## src/rtl/dtip_params.svh

```systemverilog
// Constants for the dual target interrupt prioritizer
`ifndef DTIP_PARAMS_SVH
`define DTIP_PARAMS_SVH
// Register byte addresses
`define DTIP_REG_VBASE    8'h00
`define DTIP_REG_CFG_SEL  8'h04
`define DTIP_REG_CFG_DATA 8'h08
`define DTIP_REG_COP_PRIO 8'h0c
`define DTIP_REG_STATUS   8'h10
// Reset values
`define DTIP_VBASE_RST    8'hff
`define DTIP_PRIO_RST     3'h1
`define DTIP_COP_PRIO_RST 3'h1
`define DTIP_SEL_RST      7'h00
// Configuration data fields
`define DTIP_ROUTE_BIT    7
`define DTIP_PRIO_MSB     2
`define DTIP_SPUR_CFG     8'h07
// Channel numbers (vector offset divided by two)
`define DTIP_CH_FIRST     7'h0d
`define DTIP_CH_IRQ       7'h79
`define DTIP_CH_SPUR      7'h08
// Fixed reset vectors
`define DTIP_VEC_RST_PIN  16'hfffe
`define DTIP_VEC_RST_CM   16'hfffc
`define DTIP_VEC_RST_WD   16'hfffa
// Vector offsets from the base
`define DTIP_OFS_TRAP     8'hf8
`define DTIP_OFS_SWI      8'hf6
`define DTIP_OFS_SYS      8'h12
`define DTIP_OFS_CAV      8'h16
`define DTIP_OFS_AV       8'h14
`define DTIP_OFS_NONMASKABLE_PIN_REQUEST     8'hf4
`define DTIP_OFS_SPUR     8'h10
`endif

```

## src/rtl/dtip_pkg.sv

```systemverilog
// Types for the dual target interrupt prioritizer
package dtip_pkg;
    typedef logic [2:0]  dtip_level_t;
    typedef logic [15:0] dtip_vec_t;
    typedef logic [6:0]  dtip_chan_t;
endpackage

```

## src/rtl/dtip_core.sv

```systemverilog
// Interrupt prioritizer and vector supply for a CPU and a coprocessor
// Summary of operation
// Winning level becomes new current level
// Route bit set steers channel to coprocessor
// Coprocessor flags raise CPU vector base+2n
// Flag interrupts share one priority, highest wins
// Two decoders, coprocessor ignores thread level
// Coprocessor request carries priority MSB flag
// Vector chosen at the moment of request
// Nothing pending gives spurious vector base+0x10
// Sources hold requests until service starts
// Three fixed reset vectors in priority order
// Trap, software interrupt, system call next
// Access violations, then the non-maskable pin request
// Maskable channels ordered by level, spurious last
// Non-maskable always beats maskable
// 16-bit vectors, default base 0xff00
// Nesting up to seven levels via mask
// Wake only on qualified CPU-routed request
// Non-maskable pin wakes even when masked
// Coprocessor channels wake the coprocessor only
// Stacked level restored by CPU on return
// Level zero disables a channel
// Equal levels: higher vector wins
// Level must exceed current level
// Reset: enabled, CPU-routed, level one
// Decoders re-evaluate every clock
`include "dtip_params.svh"
`timescale 1ns/100ps
`default_nettype none
module dtip_core #(
    parameter int N = 128
) (
    input  wire logic                clk,
    input  wire logic                rst_b,
    input  wire logic                wb_cyc_i,
    input  wire logic                wb_stb_i,
    input  wire logic                wb_we_i,
    input  wire logic [7:0]          wb_adr_i,
    input  wire logic [3:0]          wb_sel_i,
    input  wire logic [31:0]         wb_dat_i,
    output logic [31:0]              wb_dat_o,
    output logic                     wb_ack_o,
    input  wire logic [N-1:0]        chan_req,
    input  wire logic                irq_pin_b,
    input  wire logic                nonmaskable_pin_request_b,
    input  wire logic                rst_pin_group_req,
    input  wire logic                rst_clock_monitor_req,
    input  wire logic                watchdog_reset_source,
    input  wire logic                trap_req,
    input  wire logic                swi_req,
    input  wire logic                sys_req,
    input  wire logic                coproc_access_viol,
    input  wire logic                cpu_access_viol,
    input  wire logic                mask_i_bit,
    input  wire logic                mask_x_bit,
    input  wire dtip_pkg::dtip_level_t current_interrupt_level,
    input  wire logic                cpu_vec_req,
    output logic                     cpu_vec_ack,
    output dtip_pkg::dtip_vec_t      cpu_vec_addr,
    output dtip_pkg::dtip_level_t    cpu_new_level,
    input  wire logic [N-1:0]        coproc_chan_flags,
    input  wire logic                coproc_global_irq_enable,
    output logic                     coproc_req_valid,
    output dtip_pkg::dtip_chan_t     coproc_req_chan,
    output logic                     coproc_req_hiprio,
    input  wire logic                cpu_low_power,
    output logic                     cpu_wake,
    output logic                     cpu_wake_no_isr,
    output logic                     coproc_wake
);
    import dtip_pkg::*;

    logic [2:0]     prio_mem [N];
    logic           route_mem [N];
    logic [7:0]     vec_base;
    dtip_chan_t     cfg_sel;
    dtip_level_t    cop_prio;
    logic [1:0]     irq_sync;
    logic [1:0]     nonmaskable_pin_request_sync;
    logic           irq_act;
    logic           nonmaskable_pin_request_act;
    logic [N-1:0]   cpu_req;
    logic [N-1:0]   cop_req;
    logic [3*N-1:0] cpu_prio;
    logic [3*N-1:0] cop_prio_vec;
    logic           cpu_found;
    dtip_chan_t     cpu_idx;
    dtip_level_t    cpu_lvl;
    logic           cop_found;
    dtip_chan_t     cop_idx;
    dtip_level_t    cop_lvl;
    logic           mask_ok;
    dtip_vec_t      next_vec;
    dtip_level_t    next_level;
    logic           bus_req;
    logic           wr_en;
    logic           sel_valid;
    logic [7:0]     cfg_rd;
    logic           irq_from_pin;

    // Pin requests are asynchronous, two flops before use
    always_ff @(posedge clk or negedge rst_b) begin
        if (!rst_b) begin
            irq_sync  <= 2'b11;
            nonmaskable_pin_request_sync <= 2'b11;
        end else begin
            irq_sync  <= {irq_sync[0], irq_pin_b};
            nonmaskable_pin_request_sync <= {nonmaskable_pin_request_sync[0], nonmaskable_pin_request_b};
        end
    end
    assign irq_act  = !irq_sync[1];
    assign nonmaskable_pin_request_act = !nonmaskable_pin_request_sync[1];

    // Request qualification per channel
    always_comb begin
        for (int i = 0; i < N; i++) begin
            irq_from_pin = (7'(i) == `DTIP_CH_IRQ) && irq_act;
            // route select
            cop_req[i] = route_mem[i] && chan_req[i];
            cop_prio_vec[3*i +: 3] = prio_mem[i];
            // flag raised CPU requests
            if (route_mem[i]) begin
                cpu_req[i] = coproc_chan_flags[i] && coproc_global_irq_enable;
                // shared priority
                cpu_prio[3*i +: 3] = cop_prio;
            end else begin
                cpu_req[i] = chan_req[i] || irq_from_pin;
                // level zero never exceeds threshold
                cpu_prio[3*i +: 3] = prio_mem[i];
            end
        end
    end

    // CPU decoder, threshold is current level
    // strictly greater than current level
    // ties to the higher vector
    // combinational, fresh each cycle
    dtip_prio_decoder #(.N(N), .W(7)) u_cpu_dec (
        .req       (cpu_req),
        .prio      (cpu_prio),
        .threshold (current_interrupt_level),
        .found     (cpu_found),
        .idx       (cpu_idx),
        .level     (cpu_lvl)
    );

    // coprocessor decoder ignores thread level
    dtip_prio_decoder #(.N(N), .W(7)) u_cop_dec (
        .req       (cop_req),
        .prio      (cop_prio_vec),
        .threshold (3'h0),
        .found     (cop_found),
        .idx       (cop_idx),
        .level     (cop_lvl)
    );

    // mask bit gates nesting of maskable requests
    assign mask_ok = cpu_found && !mask_i_bit;

    // Exception priority chain for the vector
    always_comb begin
        next_level = current_interrupt_level;
        // fixed reset vectors
        if (rst_pin_group_req)
            next_vec = `DTIP_VEC_RST_PIN;
        else if (rst_clock_monitor_req)
            next_vec = `DTIP_VEC_RST_CM;
        else if (watchdog_reset_source)
            next_vec = `DTIP_VEC_RST_WD;
        // software exceptions
        else if (trap_req)
            next_vec = {vec_base, `DTIP_OFS_TRAP};
        else if (swi_req)
            next_vec = {vec_base, `DTIP_OFS_SWI};
        else if (sys_req)
            next_vec = {vec_base, `DTIP_OFS_SYS};
        // violations and non-maskable pin request
        else if (coproc_access_viol)
            next_vec = {vec_base, `DTIP_OFS_CAV};
        else if (cpu_access_viol)
            next_vec = {vec_base, `DTIP_OFS_AV};
        else if (nonmaskable_pin_request_act && !mask_x_bit)
            next_vec = {vec_base, `DTIP_OFS_NONMASKABLE_PIN_REQUEST};
        // maskable only after all of the above
        else if (mask_ok) begin
            next_vec   = {vec_base, cpu_idx, 1'b0};
            next_level = cpu_lvl;
        end
        // spurious fallback
        else
            next_vec = {vec_base, `DTIP_OFS_SPUR};
    end

    // vector latched at the request cycle
    // new current level delivered with vector
    // restore on return handled by the CPU stack
    always_ff @(posedge clk or negedge rst_b) begin
        if (!rst_b) begin
            cpu_vec_ack   <= 1'b0;
            cpu_vec_addr  <= '0;
            cpu_new_level <= '0;
        end else begin
            cpu_vec_ack <= cpu_vec_req;
            if (cpu_vec_req) begin
                cpu_vec_addr  <= next_vec;
                cpu_new_level <= next_level;
            end
        end
    end

    // coprocessor request with priority MSB
    always_ff @(posedge clk or negedge rst_b) begin
        if (!rst_b) begin
            coproc_req_valid  <= 1'b0;
            coproc_req_chan   <= '0;
            coproc_req_hiprio <= 1'b0;
        end else begin
            coproc_req_valid  <= cop_found;
            coproc_req_chan   <= cop_idx;
            coproc_req_hiprio <= cop_found && cop_lvl[`DTIP_PRIO_MSB];
        end
    end

    // wake on qualified CPU request
    // non-maskable pin wakes regardless of mask
    // coprocessor channels wake coprocessor only
    assign cpu_wake = cpu_low_power && (mask_ok || nonmaskable_pin_request_act);
    assign cpu_wake_no_isr = cpu_low_power && nonmaskable_pin_request_act && mask_x_bit;
    assign coproc_wake = cop_found;

    // Wishbone decode, one wait state, unmapped reads zero
    assign bus_req = wb_cyc_i && wb_stb_i && !wb_ack_o;
    assign wr_en   = bus_req && wb_we_i && wb_sel_i[0];
    assign sel_valid = cfg_sel >= `DTIP_CH_FIRST && cfg_sel <= `DTIP_CH_IRQ;

    always_ff @(posedge clk or negedge rst_b) begin
        if (!rst_b)
            wb_ack_o <= 1'b0;
        else
            wb_ack_o <= bus_req;
    end

    // Plain control registers
    // default base gives table at top of memory
    always_ff @(posedge clk or negedge rst_b) begin
        if (!rst_b) begin
            vec_base <= `DTIP_VBASE_RST;
            cfg_sel  <= `DTIP_SEL_RST;
            cop_prio <= `DTIP_COP_PRIO_RST;
        end else if (wr_en) begin
            unique case ({wb_adr_i[7:2], 2'b00})
                `DTIP_REG_VBASE:    vec_base <= wb_dat_i[7:0];
                `DTIP_REG_CFG_SEL:  cfg_sel  <= wb_dat_i[7:1];
                `DTIP_REG_COP_PRIO: cop_prio <= wb_dat_i[2:0];
                default: ;
            endcase
        end
    end

    // channel configuration, CPU-routed level one at reset
    always_ff @(posedge clk or negedge rst_b) begin
        if (!rst_b) begin
            for (int i = 0; i < N; i++) begin
                prio_mem[i]  <= `DTIP_PRIO_RST;
                route_mem[i] <= 1'b0;
            end
        end else if (wr_en && sel_valid &&
                     {wb_adr_i[7:2], 2'b00} == `DTIP_REG_CFG_DATA) begin
            prio_mem[cfg_sel]  <= wb_dat_i[2:0];
            route_mem[cfg_sel] <= (cfg_sel != `DTIP_CH_IRQ) &&
                                  wb_dat_i[`DTIP_ROUTE_BIT];
        end
    end

    // Configuration readback for the selected channel
    always_comb begin
        cfg_rd = 8'h00;
        if (cfg_sel == `DTIP_CH_SPUR)
            cfg_rd = `DTIP_SPUR_CFG;
        else if (sel_valid)
            cfg_rd = {route_mem[cfg_sel], 4'h0, prio_mem[cfg_sel]};
    end

    // Read data registered with the acknowledge
    always_ff @(posedge clk or negedge rst_b) begin
        if (!rst_b)
            wb_dat_o <= '0;
        else if (bus_req) begin
            unique case ({wb_adr_i[7:2], 2'b00})
                `DTIP_REG_VBASE:    wb_dat_o <= {24'h0, vec_base};
                `DTIP_REG_CFG_SEL:  wb_dat_o <= {24'h0, cfg_sel, 1'b0};
                `DTIP_REG_CFG_DATA: wb_dat_o <= {24'h0, cfg_rd};
                `DTIP_REG_COP_PRIO: wb_dat_o <= {29'h0, cop_prio};
                `DTIP_REG_STATUS:   wb_dat_o <= {2'h0, nonmaskable_pin_request_act, irq_act,
                                                 cop_found, cpu_found,
                                                 cpu_lvl, cpu_idx,
                                                 cpu_vec_addr};
                default:            wb_dat_o <= '0;
            endcase
        end
    end
endmodule
`default_nettype wire

```

## src/rtl/dtip_prio_decoder.sv

```systemverilog
// Priority decoder: highest level wins, ties go to the higher channel
`timescale 1ns/100ps
`default_nettype none
module dtip_prio_decoder #(
    parameter int N = 128,
    parameter int W = 7
) (
    input  wire logic [N-1:0]   req,
    input  wire logic [3*N-1:0] prio,
    input  wire logic [2:0]     threshold,
    output logic                found,
    output logic [W-1:0]        idx,
    output logic [2:0]          level
);
    // Ascending scan with >= lets the higher channel win ties
    always_comb begin
        found = 1'b0;
        idx   = '0;
        level = '0;
        for (int i = 0; i < N; i++) begin
            if (req[i] && prio[3*i +: 3] > threshold &&
                (!found || prio[3*i +: 3] >= level)) begin
                found = 1'b1;
                idx   = W'(i);
                level = prio[3*i +: 3];
            end
        end
    end
endmodule
`default_nettype wire

```

## config.mk

```make
export PLATFORM = sky130hd
export DESIGN_NAME = dtip_core
export DESIGN_NICKNAME = d
export VERILOG_FILES = /design/src/rtl/dtip_pkg.sv /design/src/rtl/dtip_core.sv /design/src/rtl/dtip_prio_decoder.sv
export VERILOG_INCLUDE_DIRS = /design/src /design/src/rtl
export SDC_FILE = /design/constraint.sdc
export NUM_CORES = 2
export LEC_CHECK = 0
export BUFFER_PORTS_ARGS = -buffer_cell sky130_fd_sc_hd__buf_4
export CORE_MARGIN = 8
export CORE_UTILIZATION = 60
export DETAILED_ROUTE_END_ITERATION = 12
export GPL_TIMING_DRIVEN = 0
export PLACE_DENSITY = 0.79
export SETUP_SLACK_MARGIN = 0.2
export SLEW_MARGIN = 20
export SYNTH_ARGS = -nofsm -noshare
export SYNTH_HDL_FRONTEND = slang
export SYNTH_SLANG_ARGS = --single-unit
```

## constraint.sdc

```tcl
create_clock -name clk -period 483.7 [get_ports clk]
set_clock_uncertainty 0.05 [all_clocks]
set_input_delay 96.74 -clock clk [delete_from_list [all_inputs] [get_ports clk]]
set_output_delay 96.74 -clock clk [all_outputs]
set_load 0.05 [all_outputs]
```

==> impl_results.md <==
- NetSw: 0.199 mW
- Mapped Cells: 9508
- Combinational power share: 72.3%
- CTS tree: built
- Most frequent cells in the layout: 1026 x ha_1, 758 x nand2_1, 720 x inv_1, 650 x nor2_1, 583 x o21ai_0
- Internal power: roughly 0.19 mW
- Period utilisation layout: between 80% and 90%
- CP peak stage delay: roughly 840 ps
- DRC viols: 0
- Vias in the first global route: 76800
- PnR worst setup slack: around 90000 ps
- Antenna-violating nets left: 0
- Total power: roughly 0.39 mW
- Via count: 81400
- Mean Syn Cell Area: ~8.5 sq um
- Post-synth top area cell: ha_1
- RSZ-0062 raised after global routing: no
- Final WL: 311000 um
- Synth Area in Compound Gates: 24.6%
- Synthesized cell area: 0.0806 sq mm
- Synth warn: 0
- Reg2reg path depth: 939
- Pwr/cell area: 4.42 mW/mm^2
- Hpwl dp: 249000 um
- Sequential area share after synthesis: 18.6%
- Endpoints failing setup: 0
- Total GRT Usage: 40.2%
- Largest net degree at the start of global routing: 106
- Clk pwr share: 14.9%
- Mux contribution to synthesized area: 16.6%
- Post-route cell area: roughly 0.09 sq mm
- Most common cell after layout, fill and taps aside: ha_1
- H-tree Lvls: 3
- Hold Crit Endpoint: nonmaskable_pin_request_sync[1]$_DFF_PN1_
- CTS Sinks: 593
- Fraction of layout cells with a size suffix above 1: 18.2%
- Dominant synthesized flop cell: dfrtp_1
- Post-Route Setup TNS: 0 ps
- CP max FO: 61
- Post-CTS setup buffers: 0
- RePlAce Congestion: 1.03
- Post-synthesis cell type count: 163
- Slew @ Worst Pin: between 1000 and 1500 ps
- Port bufs: 351
- Post-synthesis xor/xnor area fraction: 0%
- R2R Path End: cpu_vec_addr[5]$_DFFE_PN0P_
- Top cell type's share of synthesized area: between 10% and 20%
- Worst rel slew slack: 11.5%
- Final Max Slew Viols: 0
- Hold-fix buffers, CTS: 0
- Post-DR vias/cell: 6.89
- Hold path depth: 0
- Worst skew pair latency: ~680 ps
- Top cells by area, synth: ha_1 16%, dfrtp_1 14%, mux2_2 7.8%
- Worst reg2reg path startpoint: route_mem[127]$_DFFE_PN0P_
- Outcome: finished, final reports clean
- WL/cell: 26.3 um
- Total CTS buffers: 72
- Initial core utilization: 60.4%
- Req. time, crit path: 386910 ps
- Switching share of total power: 50.7%
- Hold Crit Class: flip-flop to flip-flop
- Synth-to-layout area growth: 10.2%
- Longest Clk Path Bufs: 3
- Peak supply drop: between 0.006 and 0.007 mV
- First-pass GRT wire length: 464000 um
- Static Leakage: 40.6 nW
- Hold_sp: nonmaskable_pin_request_sync[0]$_DFF_PN1_
- Critical path type: input pin to primary output
- Root buffer cell: clkbuf_16
- DRT iter0 DRCs: 9617
- Slowest cell on the critical path: o41ai_1
- Asr flop ratio synth: 100%
- Placed Area: 0.0863 sq mm
- R2R Setup Slk: 278780 ps
- FMAX: about 0.0025 GHz
- Post-synth EDFFs: 0
- Max Cap Violations: 0
- Initial antenna violation count: 18
- Die Wd: 383 um
- Synth Register Bits: just under 600
- Worst-path clk slew: approximately 60 ps
- Sequential share of power: 12.8%
- CP endpoint kind: primary output
- DP Worst Slack: 94020 ps
- Core Area: roughly 0.13 sq mm
- Simple-gate share of the synthesized area: approximately 18%
- Number of fill cells in the layout: between 10000 and 15000
- Final #Nets: about 11000
- Crit path time final: 394970 ps
- Std-Cell Rows: 134
- Final count of hold timing violations: 0
- Critical Path Source Type: input pin
- Adder-cell share of the synthesized area: between 10% and 20%
- Combinational family with the most area after synthesis: compound AO/OA/AOI/OAI gates
- Die height: 383 um
- Post-CTS Resized: 0
- Grt total ovfl: 0
- Top Ports: 388
- Die area: 0.146 sq mm
- Arrival time worst endpoint: 298180 ps
- CP dominant cell by count: ha_1
- Iteration count of the initial detailed-routing pass: 9
power groups by stage:
stage	combinational (mW)	sequential [mW]	clock, mW
final	0.284	0.0503	0.0585
after global routing	0.306	0.0503	0.0600
after CTS	0.274	0.0503	0.0582
after detailed placement	0.272	0.0512	0
after global placement	0.263	0.0512	0
after floorplan	0.193	0.0519	0
registers in the layout (all words and copies together) (netlist names), 2 cells and up:
signal	count
cfg_sel	7
cop_prio	3
cop_prio_vec	384
coproc_req_chan	7
cpu_new_level	3
cpu_vec_addr	15
irq_sync	2
nonmaskable_pin_request_sync	2
route_mem	128
vec_base	8
wb_dat_o	30
synthesized netlist by cell type, drive strengths merged (71+ instances only):
| master | count |
|---|---|
| nand3 | 180 |
| mux4 | 168 |
| mux2 | 586 |
| a21oi | 530 |
| or2 | 79 |
| o21ai | 651 |
| o311a | 110 |
| clkbuf | 321 |
| ha | 1026 |
| dfrtp | 452 |
| a21o | 189 |
| o21a | 138 |
| a31oi | 175 |
| mux2i | 293 |
| nand2b | 364 |
| o311ai | 83 |
| buf | 119 |
| nor2b | 315 |
| nor3 | 116 |
| and2 | 114 |
| nor2 | 656 |
| o31a | 101 |
| a311oi | 81 |
| dfstp | 141 |
| a211oi | 74 |
| o211ai | 71 |
| inv | 723 |
| nand2 | 759 |
| o31ai | 94 |
per-layer routing:
metal,routed length (um),vias up,track usage (%),share of wire [%]
met5,55,-,0,0.018
met4,19800,8,22.0,6.4
met3,37000,1015,11.4,12
met2,131000,4861,60.2,42
met1,123000,39100,52.2,39
li1,-,36400,-,-
logic make-up after synthesis:
logic type               count (synthesis)
buffers and inverters                 1166
adder cells (fa/ha/maj)               1054
flip-flops                             593
AO/OA/AOI/OAI                         2799
AND/OR/NAND/NOR                       2848
other                                    1
multiplexers                          1047
final cells by class:
cell class                 count  area [sq um]  share of cell area (%)
inverter                     724          2730                    3.07
sequential                   593         15000                    16.9
clock buffer                  97          2040                    2.29
antenna                       16          40.0                  0.0450
tap                         1768          2210                    2.49
clock inverter                36           497                   0.559
buffer                       442          2190                    2.47
multi-input combinational   7751         60800                    68.4
timing repair buffer         378          3330                    3.74
stage by stage:
step           hold slack (ps)  cells  utilization (%)
6_report                   307  11800             66.6
5_1_grt                    311  11800             66.6
4_1_cts                    307  11800             66.5
3_5_place_dp               299  11700             64.6
3_3_place_gp               296  11600             64.1
2_1_floorplan              295   9510                -
worst max-delay path by stage:
stage | from | to | slack [ps] | cells after the start
detailed placement | current_interrupt_level[0] | cpu_wake | 94020 | 894
floorplan | current_interrupt_level[1] | cpu_wake | 119890 | 1175
global route | current_interrupt_level[0] | cpu_wake | 75180 | 873
global placement | current_interrupt_level[1] | cpu_wake | 92750 | 1172
finish | current_interrupt_level[0] | cpu_wake | 88730 | 871
CTS | current_interrupt_level[0] | cpu_wake | 93140 | 871
critical path: cells and delay by family:
kind            cells  cell delay, ps
fa+ha+maj         140           38010
compound gates    357           87990
buf+inv            57            8320
mux                28            9330
simple gates      289           45860
(Power assumes the default switching activity.)
